## src/crf_pkg.sv

```systemverilog
// Package for the core register file: register indices, flag layout, reset values.
// Assumes a single core clock domain and an APB-style register port.
package crf_pkg;

  localparam int unsigned DW = 32;
  localparam int unsigned AW = 12;

  // Word offsets (byte addresses) of the software view
  localparam logic [11:0] OFS_DATA0    = 12'h000;
  localparam logic [11:0] OFS_DATA1    = 12'h004;
  localparam logic [11:0] OFS_DATA2    = 12'h008;
  localparam logic [11:0] OFS_DATA3    = 12'h00C;
  localparam logic [11:0] OFS_ADDR0    = 12'h010;
  localparam logic [11:0] OFS_ADDR1    = 12'h014;
  localparam logic [11:0] OFS_FRAME    = 12'h018;
  localparam logic [11:0] OFS_VECBASE  = 12'h01C;
  localparam logic [11:0] OFS_IPTR     = 12'h020;
  localparam logic [11:0] OFS_USTACK   = 12'h024;
  localparam logic [11:0] OFS_ISTACK   = 12'h028;
  localparam logic [11:0] OFS_STATIC   = 12'h02C;
  localparam logic [11:0] OFS_FLAGS    = 12'h030;
  localparam logic [11:0] OFS_PAIRLO   = 12'h034;
  localparam logic [11:0] OFS_PAIRHI   = 12'h038;
  localparam logic [11:0] OFS_ADDRPAIR = 12'h03C;
  localparam logic [11:0] OFS_ACTSTACK = 12'h040;

  // Flag bit positions
  localparam int unsigned FB_CARRY = 0;
  localparam int unsigned FB_PROBE = 1;
  localparam int unsigned FB_ZERO  = 2;
  localparam int unsigned FB_NEG   = 3;
  localparam int unsigned FB_BANK  = 4;
  localparam int unsigned FB_OVF   = 5;
  localparam int unsigned FB_MASK  = 6;
  localparam int unsigned FB_STACK = 7;
  localparam int unsigned FB_IPL   = 12;
  localparam logic [15:0] FLAG_WMASK = 16'h70FF;

  localparam logic [15:0] RST_W16  = 16'h0000;
  localparam logic [19:0] RST_W20  = 20'h00000;
  localparam logic [10:0] RST_FLAG = 11'h000;
  localparam logic [4:0]  SWI_LAST = 5'h1F;

  // Status flags, 11 bits packed in field order
  typedef struct packed {
    logic [2:0] cpu_priority_level;
    logic       stack_choice;
    logic       mask_gate;
    logic       arith_wrap_bit;
    logic       regset_choice;
    logic       negative_bit;
    logic       result_null_bit;
    logic       probe_only_bit;
    logic       borrow_out_bit;
  } crf_flags_s;

  // One ALU flag update from the core
  typedef struct packed {
    logic upd_carry;
    logic carry;
    logic upd_zero;
    logic zero;
    logic upd_neg;
    logic neg;
    logic upd_ovf;
    logic ovf;
  } crf_alu_s;

  typedef struct packed {
    logic [15:0] data0;
    logic [15:0] data1;
    logic [15:0] data2;
    logic [15:0] data3;
    logic [15:0] addr0;
    logic [15:0] addr1;
    logic [15:0] frame;
  } crf_bank_s;

endpackage

```

## src/crf_regfile.sv

```systemverilog
// Core register file with two banks, stack pointers and status flags.
// Assumes core decode/ALU/interrupt logic on the same clock; debug access over APB.
//
// Summary of operation
// [RULE_01] Seven banked registers exist twice; thirteen distinct register kinds overall.
// [RULE_02] Bank select flag zero picks bank 0, one picks bank 1.
// [RULE_03] Data registers are 16 bits; data0 and data1 bytes separately writable.
// [RULE_04] data2:data0 form data_pair_low, data3:data1 form data_pair_high.
// [RULE_05] Two 16-bit address registers, combinable as 32-bit addr_pair.
// [RULE_06] Frame base and static base pointers are 16-bit registers.
// [RULE_07] Vector table base is a 20-bit register.
// [RULE_08] Instruction pointer is a 20-bit register.
// [RULE_09] Stack select zero uses interrupt stack, one uses user stack.
// [RULE_10] Stack select cleared on hardware interrupt or software vector 0 to 31.
// [RULE_11] Status flag register is 11 bits.
// [RULE_12] Carry flag loaded with carry, borrow or shift-out bit.
// [RULE_13] Zero flag set on zero result, else cleared.
// [RULE_14] Sign flag set on negative result, else cleared.
// [RULE_15] Overflow flag set on overflow, else cleared.
// [RULE_16] Software keeps the debug flag at zero in normal use.
// [RULE_17] Maskable interrupts blocked while interrupt mask flag is zero.
// [RULE_18] Interrupt mask flag cleared when an interrupt is accepted.
// [RULE_19] Priority level is three bits, levels 0 to 7.
// [RULE_20] Request enabled only if priority strictly above current level.
// [RULE_21] Reserved flag bits written zero; read as zero here.
// [RULE_22] Undefined flags keep value; updates land on completing clock edge.
//
// Design decisions made here: the APB interface to the registers and the address map.
`timescale 1ns/1ns
`default_nettype none

module crf_regfile
  import crf_pkg::*;
(
  input  wire logic              clock,
  input  wire logic              rst,
  // APB debug port
  input  wire logic              psel,
  input  wire logic              penable,
  input  wire logic              pwrite,
  input  wire logic [AW-1:0]     paddr,
  input  wire logic [DW-1:0]     pwdata,
  input  wire logic [3:0]        pstrb,
  output logic      [DW-1:0]     prdata,
  output logic                   pready,
  output logic                   pslverr,
  // Core write port: index 0..12 as the APB word index
  input  wire logic              core_we,
  input  wire logic [3:0]        core_idx,
  input  wire logic [1:0]        core_be,
  input  wire logic [19:0]       core_wdata,
  input  wire logic              alu_valid,
  input  wire crf_alu_s          alu_flags,
  // Interrupt acceptance and requests
  input  wire logic              hw_irq_accept,
  input  wire logic              swi_exec,
  input  wire logic [5:0]        swi_vector,
  input  wire logic              irq_req,
  input  wire logic              irq_maskable,
  input  wire logic [2:0]        irq_prio,
  // Views toward the core
  output crf_bank_s              bank_out,
  output logic      [31:0]       data_pair_low,
  output logic      [31:0]       data_pair_high,
  output logic      [31:0]       addr_pair,
  output logic      [15:0]       active_stack,
  output logic      [15:0]       static_base_out,
  output logic      [19:0]       vector_base_out,
  output logic      [19:0]       iptr_out,
  output crf_flags_s             flags_out,
  output logic                   irq_enable
);

  crf_bank_s   bank_r [2];                                  // RULE_01
  logic [15:0] ustack_r;
  logic [15:0] istack_r;
  logic [15:0] static_r;
  logic [19:0] vecbase_r;
  logic [19:0] iptr_r;
  crf_flags_s  flags_r;

  logic        apb_we;
  logic [3:0]  apb_idx;
  logic        apb_hit;
  logic        sel;
  logic        wr_any;
  logic [3:0]  wr_idx;
  logic [1:0]  wr_be;
  logic [19:0] wr_data;

  // One-cycle access phase: single wait-free answer
  assign apb_hit = (paddr[1:0] == 2'h0) && (paddr <= OFS_ACTSTACK);
  // Pair and view words sit above the flags and are read-only; the active-stack
  // word index would otherwise wrap onto the banked data0 register
  assign apb_we  = psel && penable && pwrite && apb_hit && (paddr <= OFS_FLAGS);
  assign apb_idx = paddr[5:2];
  assign sel     = flags_r.regset_choice;                    // RULE_02

  // APB takes priority over the core on a same-cycle collision
  assign wr_any  = apb_we || core_we;
  assign wr_idx  = apb_we ? apb_idx : core_idx;
  assign wr_be   = apb_we ? {pstrb[1], pstrb[0]} : core_be;
  assign wr_data = apb_we ? pwdata[19:0] : core_wdata;

  function automatic logic [15:0] merge16(input logic [15:0] old, input logic [15:0] nw,
                                          input logic [1:0] be);
    merge16 = {be[1] ? nw[15:8] : old[15:8], be[0] ? nw[7:0] : old[7:0]};
  endfunction

  // Banked registers; byte lanes give the data0/data1 high and low bytes
  always_ff @(posedge clock) begin
    if (rst) begin
      bank_r[0] <= '0;
      bank_r[1] <= '0;
    end else if (wr_any) begin
      case (wr_idx)
        4'h0: bank_r[sel].data0 <= merge16(bank_r[sel].data0, wr_data[15:0], wr_be); // RULE_03
        4'h1: bank_r[sel].data1 <= merge16(bank_r[sel].data1, wr_data[15:0], wr_be); // RULE_03
        4'h2: bank_r[sel].data2 <= wr_data[15:0];
        4'h3: bank_r[sel].data3 <= wr_data[15:0];
        4'h4: bank_r[sel].addr0 <= wr_data[15:0];             // RULE_05
        4'h5: bank_r[sel].addr1 <= wr_data[15:0];             // RULE_05
        4'h6: bank_r[sel].frame <= wr_data[15:0];             // RULE_06
        default: ;
      endcase
    end
  end

  // Unbanked pointers
  always_ff @(posedge clock) begin
    if (rst) begin
      vecbase_r <= RST_W20;
      iptr_r    <= RST_W20;
      ustack_r  <= RST_W16;
      istack_r  <= RST_W16;
      static_r  <= RST_W16;
    end else if (wr_any) begin
      case (wr_idx)
        4'h7: vecbase_r <= wr_data;                            // RULE_07
        4'h8: iptr_r    <= wr_data;                            // RULE_08
        4'h9: ustack_r  <= wr_data[15:0];
        4'hA: istack_r  <= wr_data[15:0];
        4'hB: static_r  <= wr_data[15:0];                      // RULE_06
        default: ;
      endcase
    end
  end

  logic swi_low;
  assign swi_low = swi_exec && (swi_vector <= {1'b0, SWI_LAST});

  // Flags: explicit write, else ALU update; interrupt clears win last
  always_ff @(posedge clock) begin
    if (rst) begin
      flags_r <= RST_FLAG;
    end else begin
      if (wr_any && wr_idx == 4'hC) begin
        flags_r.borrow_out_bit     <= wr_data[FB_CARRY];
        flags_r.probe_only_bit     <= wr_data[FB_PROBE];      // RULE_16
        flags_r.result_null_bit    <= wr_data[FB_ZERO];
        flags_r.negative_bit       <= wr_data[FB_NEG];
        flags_r.regset_choice      <= wr_data[FB_BANK];
        flags_r.arith_wrap_bit     <= wr_data[FB_OVF];
        flags_r.mask_gate          <= wr_data[FB_MASK];
        flags_r.stack_choice       <= wr_data[FB_STACK];
        flags_r.cpu_priority_level <= wr_data[FB_IPL +: 3];   // RULE_19
      end else if (alu_valid) begin                           // RULE_22
        if (alu_flags.upd_carry) flags_r.borrow_out_bit  <= alu_flags.carry; // RULE_12
        if (alu_flags.upd_zero)  flags_r.result_null_bit <= alu_flags.zero;  // RULE_13
        if (alu_flags.upd_neg)   flags_r.negative_bit    <= alu_flags.neg;   // RULE_14
        if (alu_flags.upd_ovf)   flags_r.arith_wrap_bit  <= alu_flags.ovf;   // RULE_15
      end
      if (hw_irq_accept || swi_low) flags_r.stack_choice <= 1'b0; // RULE_10
      if (hw_irq_accept) flags_r.mask_gate <= 1'b0;                // RULE_18
    end
  end

  logic irq_en_nxt;
  assign irq_en_nxt = irq_req && (irq_prio > flags_r.cpu_priority_level) // RULE_20
                      && (!irq_maskable || flags_r.mask_gate);          // RULE_17

  // Registered views toward the core
  always_ff @(posedge clock) begin
    if (rst) begin
      bank_out        <= '0;
      data_pair_low   <= '0;
      data_pair_high  <= '0;
      addr_pair       <= '0;
      active_stack    <= RST_W16;
      static_base_out <= RST_W16;
      vector_base_out <= RST_W20;
      iptr_out        <= RST_W20;
      flags_out       <= RST_FLAG;
      irq_enable      <= 1'b0;
    end else begin
      bank_out        <= bank_r[sel];
      data_pair_low   <= {bank_r[sel].data2, bank_r[sel].data0}; // RULE_04
      data_pair_high  <= {bank_r[sel].data3, bank_r[sel].data1}; // RULE_04
      addr_pair       <= {bank_r[sel].addr1, bank_r[sel].addr0}; // RULE_05
      active_stack    <= flags_r.stack_choice ? ustack_r : istack_r; // RULE_09
      static_base_out <= static_r;
      vector_base_out <= vecbase_r;
      iptr_out        <= iptr_r;
      flags_out       <= flags_r;                             // RULE_11
      irq_enable      <= irq_en_nxt;
    end
  end

  logic [31:0] rd_val;
  logic [15:0] flag_word;
  // Reserved positions read back as zero
  assign flag_word = {1'b0, flags_r.cpu_priority_level, 4'h0, flags_r.stack_choice,
                      flags_r.mask_gate, flags_r.arith_wrap_bit, flags_r.regset_choice,
                      flags_r.negative_bit, flags_r.result_null_bit,
                      flags_r.probe_only_bit, flags_r.borrow_out_bit}; // RULE_21

  always_comb begin
    rd_val = '0;
    case (paddr)
      OFS_DATA0:    rd_val = {16'h0000, bank_r[sel].data0};
      OFS_DATA1:    rd_val = {16'h0000, bank_r[sel].data1};
      OFS_DATA2:    rd_val = {16'h0000, bank_r[sel].data2};
      OFS_DATA3:    rd_val = {16'h0000, bank_r[sel].data3};
      OFS_ADDR0:    rd_val = {16'h0000, bank_r[sel].addr0};
      OFS_ADDR1:    rd_val = {16'h0000, bank_r[sel].addr1};
      OFS_FRAME:    rd_val = {16'h0000, bank_r[sel].frame};
      OFS_VECBASE:  rd_val = {12'h000, vecbase_r};
      OFS_IPTR:     rd_val = {12'h000, iptr_r};
      OFS_USTACK:   rd_val = {16'h0000, ustack_r};
      OFS_ISTACK:   rd_val = {16'h0000, istack_r};
      OFS_STATIC:   rd_val = {16'h0000, static_r};
      OFS_FLAGS:    rd_val = {16'h0000, flag_word & FLAG_WMASK};
      OFS_PAIRLO:   rd_val = {bank_r[sel].data2, bank_r[sel].data0};
      OFS_PAIRHI:   rd_val = {bank_r[sel].data3, bank_r[sel].data1};
      OFS_ADDRPAIR: rd_val = {bank_r[sel].addr1, bank_r[sel].addr0};
      OFS_ACTSTACK: rd_val = {16'h0000, flags_r.stack_choice ? ustack_r : istack_r};
      default:      rd_val = '0;
    endcase
  end

  // Setup cycle registers the answer; access phase sees pready high
  always_ff @(posedge clock) begin
    if (rst) begin
      prdata  <= '0;
      pready  <= 1'b0;
      pslverr <= 1'b0;
    end else begin
      pready  <= psel && !penable;
      pslverr <= psel && !penable && !apb_hit;
      prdata  <= (psel && !penable && !pwrite) ? rd_val : '0;
    end
  end

  // Assertions
  bank_select_a: assert property (@(posedge clock) disable iff (rst) // RULE_02
    1'b1 |=> bank_out == $past(flags_r.regset_choice ? bank_r[1] : bank_r[0]))
    else $error("bank view mismatch");
  stack_sel_a: assert property (@(posedge clock) disable iff (rst) // RULE_09
    1'b1 |=> active_stack == ($past(flags_r.stack_choice) ? $past(ustack_r) : $past(istack_r)))
    else $error("active stack mismatch");
  stack_clear_a: assert property (@(posedge clock) disable iff (rst) // RULE_10
    (hw_irq_accept || swi_low) |=> !flags_r.stack_choice ##1 !flags_out.stack_choice)
    else $error("stack select not cleared");
  mask_clear_a: assert property (@(posedge clock) disable iff (rst) // RULE_18
    hw_irq_accept |=> !flags_r.mask_gate)
    else $error("mask gate not cleared");
  mask_block_a: assert property (@(posedge clock) disable iff (rst) // RULE_17
    (irq_maskable && !flags_r.mask_gate) |=> !irq_enable)
    else $error("masked interrupt enabled");
  prio_gate_a: assert property (@(posedge clock) disable iff (rst) // RULE_20
    (irq_prio <= flags_r.cpu_priority_level) |=> !irq_enable)
    else $error("low priority enabled");
  zero_flag_a: assert property (@(posedge clock) disable iff (rst) // RULE_13
    (alu_valid && alu_flags.upd_zero && !(wr_any && wr_idx == 4'hC))
      |=> flags_r.result_null_bit == $past(alu_flags.zero))
    else $error("zero flag wrong");
  carry_hold_a: assert property (@(posedge clock) disable iff (rst) // RULE_22
    (!alu_valid && !wr_any) |=> $stable(flags_r.borrow_out_bit))
    else $error("carry flag drifted");
  pair_low_a: assert property (@(posedge clock) disable iff (rst) // RULE_04
    1'b1 |=> data_pair_low[15:0] == $past(bank_r[sel].data0))
    else $error("pair low mismatch");
  apb_ready_a: assert property (@(posedge clock) disable iff (rst)
    (psel && !penable) |=> pready)
    else $error("apb answer late");

  bank1_cov_c: cover property (@(posedge clock) flags_r.regset_choice ##1 core_we);
  irq_cov_c:   cover property (@(posedge clock) hw_irq_accept ##1 !flags_r.mask_gate);
  swi_cov_c:   cover property (@(posedge clock) swi_low);
  apbw_cov_c:  cover property (@(posedge clock) apb_we && apb_idx == 4'hC);

endmodule // crf_regfile

`default_nettype wire

```

## config.mk

```make
export PLATFORM = sky130hd
export DESIGN_NAME = crf_regfile
export DESIGN_NICKNAME = d
export VERILOG_FILES = /design/src/crf_pkg.sv /design/src/crf_regfile.sv
export SDC_FILE = /design/constraint.sdc
export NUM_CORES = 1
export LEC_CHECK = 0
export BUFFER_PORTS_ARGS = -buffer_cell sky130_fd_sc_hd__buf_2
export CAP_MARGIN = 10
export CORE_MARGIN = 8
export CORE_UTILIZATION = 40
export CTS_CLUSTER_SIZE = 16
export DETAILED_ROUTE_END_ITERATION = 12
export GPL_TIMING_DRIVEN = 0
export PLACE_DENSITY_LB_ADDON = 0.12
export SYNTH_ARGS = -nofsm -noshare
export SYNTH_HDL_FRONTEND = slang
export SYNTH_SLANG_ARGS = --single-unit
```

## constraint.sdc

```tcl
create_clock -name clock -period 6.8 [get_ports clock]
set_input_delay 1.36 -clock clock [delete_from_list [all_inputs] [get_ports clock]]
set_output_delay 1.36 -clock clock [all_outputs]
set_load 0.01 [all_outputs]
```

==> qor.yml <==
die_h_um: 258.3
period_share: 0.6808
num_vias: 21133
yosysWarningCount: 0
area_growth_pct: 22.73
grt_max_degree: 17
fin_skew_ps: 25.66
crit_path_end: "prdata[5]"
path_max_fanout: 10
drv_slew: 0
worstSetupEndpointType: "flop"
multi_input_comb_area_um2: 8655
io_pins: 428
clock-root-buffer: "clkbuf_16"
drive_above_1_share: 0.3016
io_buffers: 406
hold_viol: 0
synth_top_area_frac: 0.2864
die-area_um2: 66720
drtIter0Drc: 2493
cts_setup_buffers: 0
hold_class: "reg -> reg"
crit_type: "reg -> reg"
startpoint_type: "flop"
whs_ps: 484.4
async_flop_share: 0
die_w_um: 258.3
cts_resized: 0
yosysSeqAreaShare: 0.5678
dp_hpwl_um: 91380
fmax_mhz: 216.0
maxCapViolCount: 0
synth-main-ff-cell: "dfxtp_1"
h-tree-depth: 2
holdBufCountCts: 0
cts_tree: "built"
regToRegSetupSlack_ps: 2170
reg2regPathDepth: 7
p_total_mw: 7.606
ir_worst_vdd_mv: 0.2311
outcome: "completed"
wirelength_um: 117700
slew_headroom: 0.1453
core_area_um2: 58570
ys_ff_latch: 554
ys_types: 77
synth_edf_count: 224
worstPathRequired_ps: 7220
fin_crit_ps: 4629
ff_latch_area_um2: 13330
grt_antenna_before_repair: 10
start_util: 0.4009
leakagePower_nw: 11.08
cts_inserted_buffers: 57
clock_path_buffers: 3
fin_cells: 3483
fin_util: 0.4920
vias_per_cell: 6.067
setup_violations: 0
fillCellCount: 5479
rr_endpoint: "prdata[5]"
routedWlPerCell_um: 33.79
grt_pass1_vias: 20747
drc: 0
worst_slew_pin_slew_ps: 1246
rsz0062_at_grt: "no"
grt.overflow.total: 0
hp-start: "flag_word[0]"
layout.nets: 2765
firstDrtPassIters: 8
ant_nets: 0
arrival_ps: 5050
clk_pin_slew_worst_paths_ps: 60
gp_congestion: 1.018
cts_sinks: 554
yosysTopAreaCell: "edfxtp_1"
power_density_nw_per_um2: 263.9
syn_nets: 2275
syn_inst: 2170
syn_avg_cell_area_um2: 10.82
grt_use_total: 0.3389
syn_area_um2: 23480
placed_cells: 3372
num_rows: 89
insertion_delay_ps: 650
grt_pass1_wl_um: 161300
synthTopCellsByArea: "edfxtp_1 (29%), dfxtp_1 (28%), nor3_1 (5.8%)"
setup_tns_ps: 0
-- layout by cell type, fill, tap and decap left out, drive strengths merged, types with 42 or more instances in the layout --
cell type / synthesis / layout
buf: 162 / 592
dfxtp: 330 / 330
a21oi: 46 / 46
nor3: 276 / 276
and3: 42 / 42
nand2: 45 / 45
mux2: 82 / 82
nor2: 131 / 131
o21ai: 49 / 49
a211oi: 95 / 95
and2: 66 / 66
mux2i: 76 / 76
edfxtp: 224 / 224
nor4: 72 / 72
clkbuf: 131 / 206
nor2b: 72 / 72
-- synthesized netlist by cell type, drive strengths merged, types with 14 or more instances --
library cell  instances
a211oi               95
a21oi                46
a221oi               22
a222oi               14
a22oi                35
and2                 66
and3                 42
buf                 162
clkbuf              131
dfxtp               330
edfxtp              224
inv                  15
mux2                 82
mux2i                76
nand2                45
nand3                33
nor2                131
nor2b                72
nor3                276
nor4                 72
o21ai                49
o22ai                29
-- sequential cells by signal, indices dropped and copies added, names as in the netlist, 10 cells and up, named ones only --
signal / cells
bank_out: 109
vector_base_out: 20
prdata: 32
flag_word: 10
iptr_r: 20
iptr_out: 20
flags_out: 11
active_stack: 16
ustack_r: 16
bank_r: 224
vecbase_r: 20
static_base_out: 16
istack_r: 16
static_r: 16
-- worst min path at each step --
stage	to	slack, ps	depth (start not counted)
detailed placement	flags_out[0]	470	1
floorplan	flags_out[10]	440	2
global route	flags_out[0]	490	1
global placement	flags_out[0]	470	1
CTS	flags_out[0]	480	1
finish	flags_out[0]	480	1
-- through the flow --
| stage | instance area, µm² | setup WS (ps) |
|---|---|---|
| 6_report | 28820 | 2171 |
| 5_1_grt | 28810 | 2030 |
| 3_5_place_dp | 26860 | 1540 |
| 3_3_place_gp | 26480 | 221.7 |
| 4_1_cts | 28790 | 2212 |
| 2_1_floorplan | 23480 | 2324 |
-- kinds of logic after synthesis --
kind of cell	synth area share
AOI/OAI and AO/OA	0.1111
adders and majority gates	0.001599
buffers and inverters	0.06831
DFF	0.5678
muxes	0.07172
and+or+nand+nor	0.1795
-- routing by layer --
layer  vias up  track usage  wire length, µm
li1       8978            -                -
met1     10533       0.4499            47960
met2      1339       0.5328            53310
met3       277      0.06127            10100
met4         6       0.1633             6283
met5         -            0               29
-- final cells by class --
| cell class | count | share of cell area |
|---|---|---|
| flip-flops and latches | 554 | 0.4626 |
| repair buffers | 431 | 0.08058 |
| clock buffers | 74 | 0.05522 |
| multi-input cells | 1308 | 0.3003 |
| inverters | 15 | 0.001954 |
| well taps | 773 | 0.03356 |
| clock inverters | 31 | 0.01172 |
| diodes | 4 | 0.0003473 |
| plain buffers | 293 | 0.05370 |
-- critical path, stage by stage, from the launching register on --
cell and delay [ps]:
dfxtp_1 320, clkbuf_1 170, clkbuf_1 900, buf_1 900
mux2i_1 620, o32ai_1 330, a2111oi_0 810, a21oi_1 340
-- where the power goes --
part           internal [mW]  leakage (nW)  switching, mW
clock network           1.83         0.951           1.40
registers               3.56          4.96         0.0558
logic                  0.230          5.16          0.531
total                   5.62          11.1           1.99
Note: power is estimated with default switching activity, not from simulation.
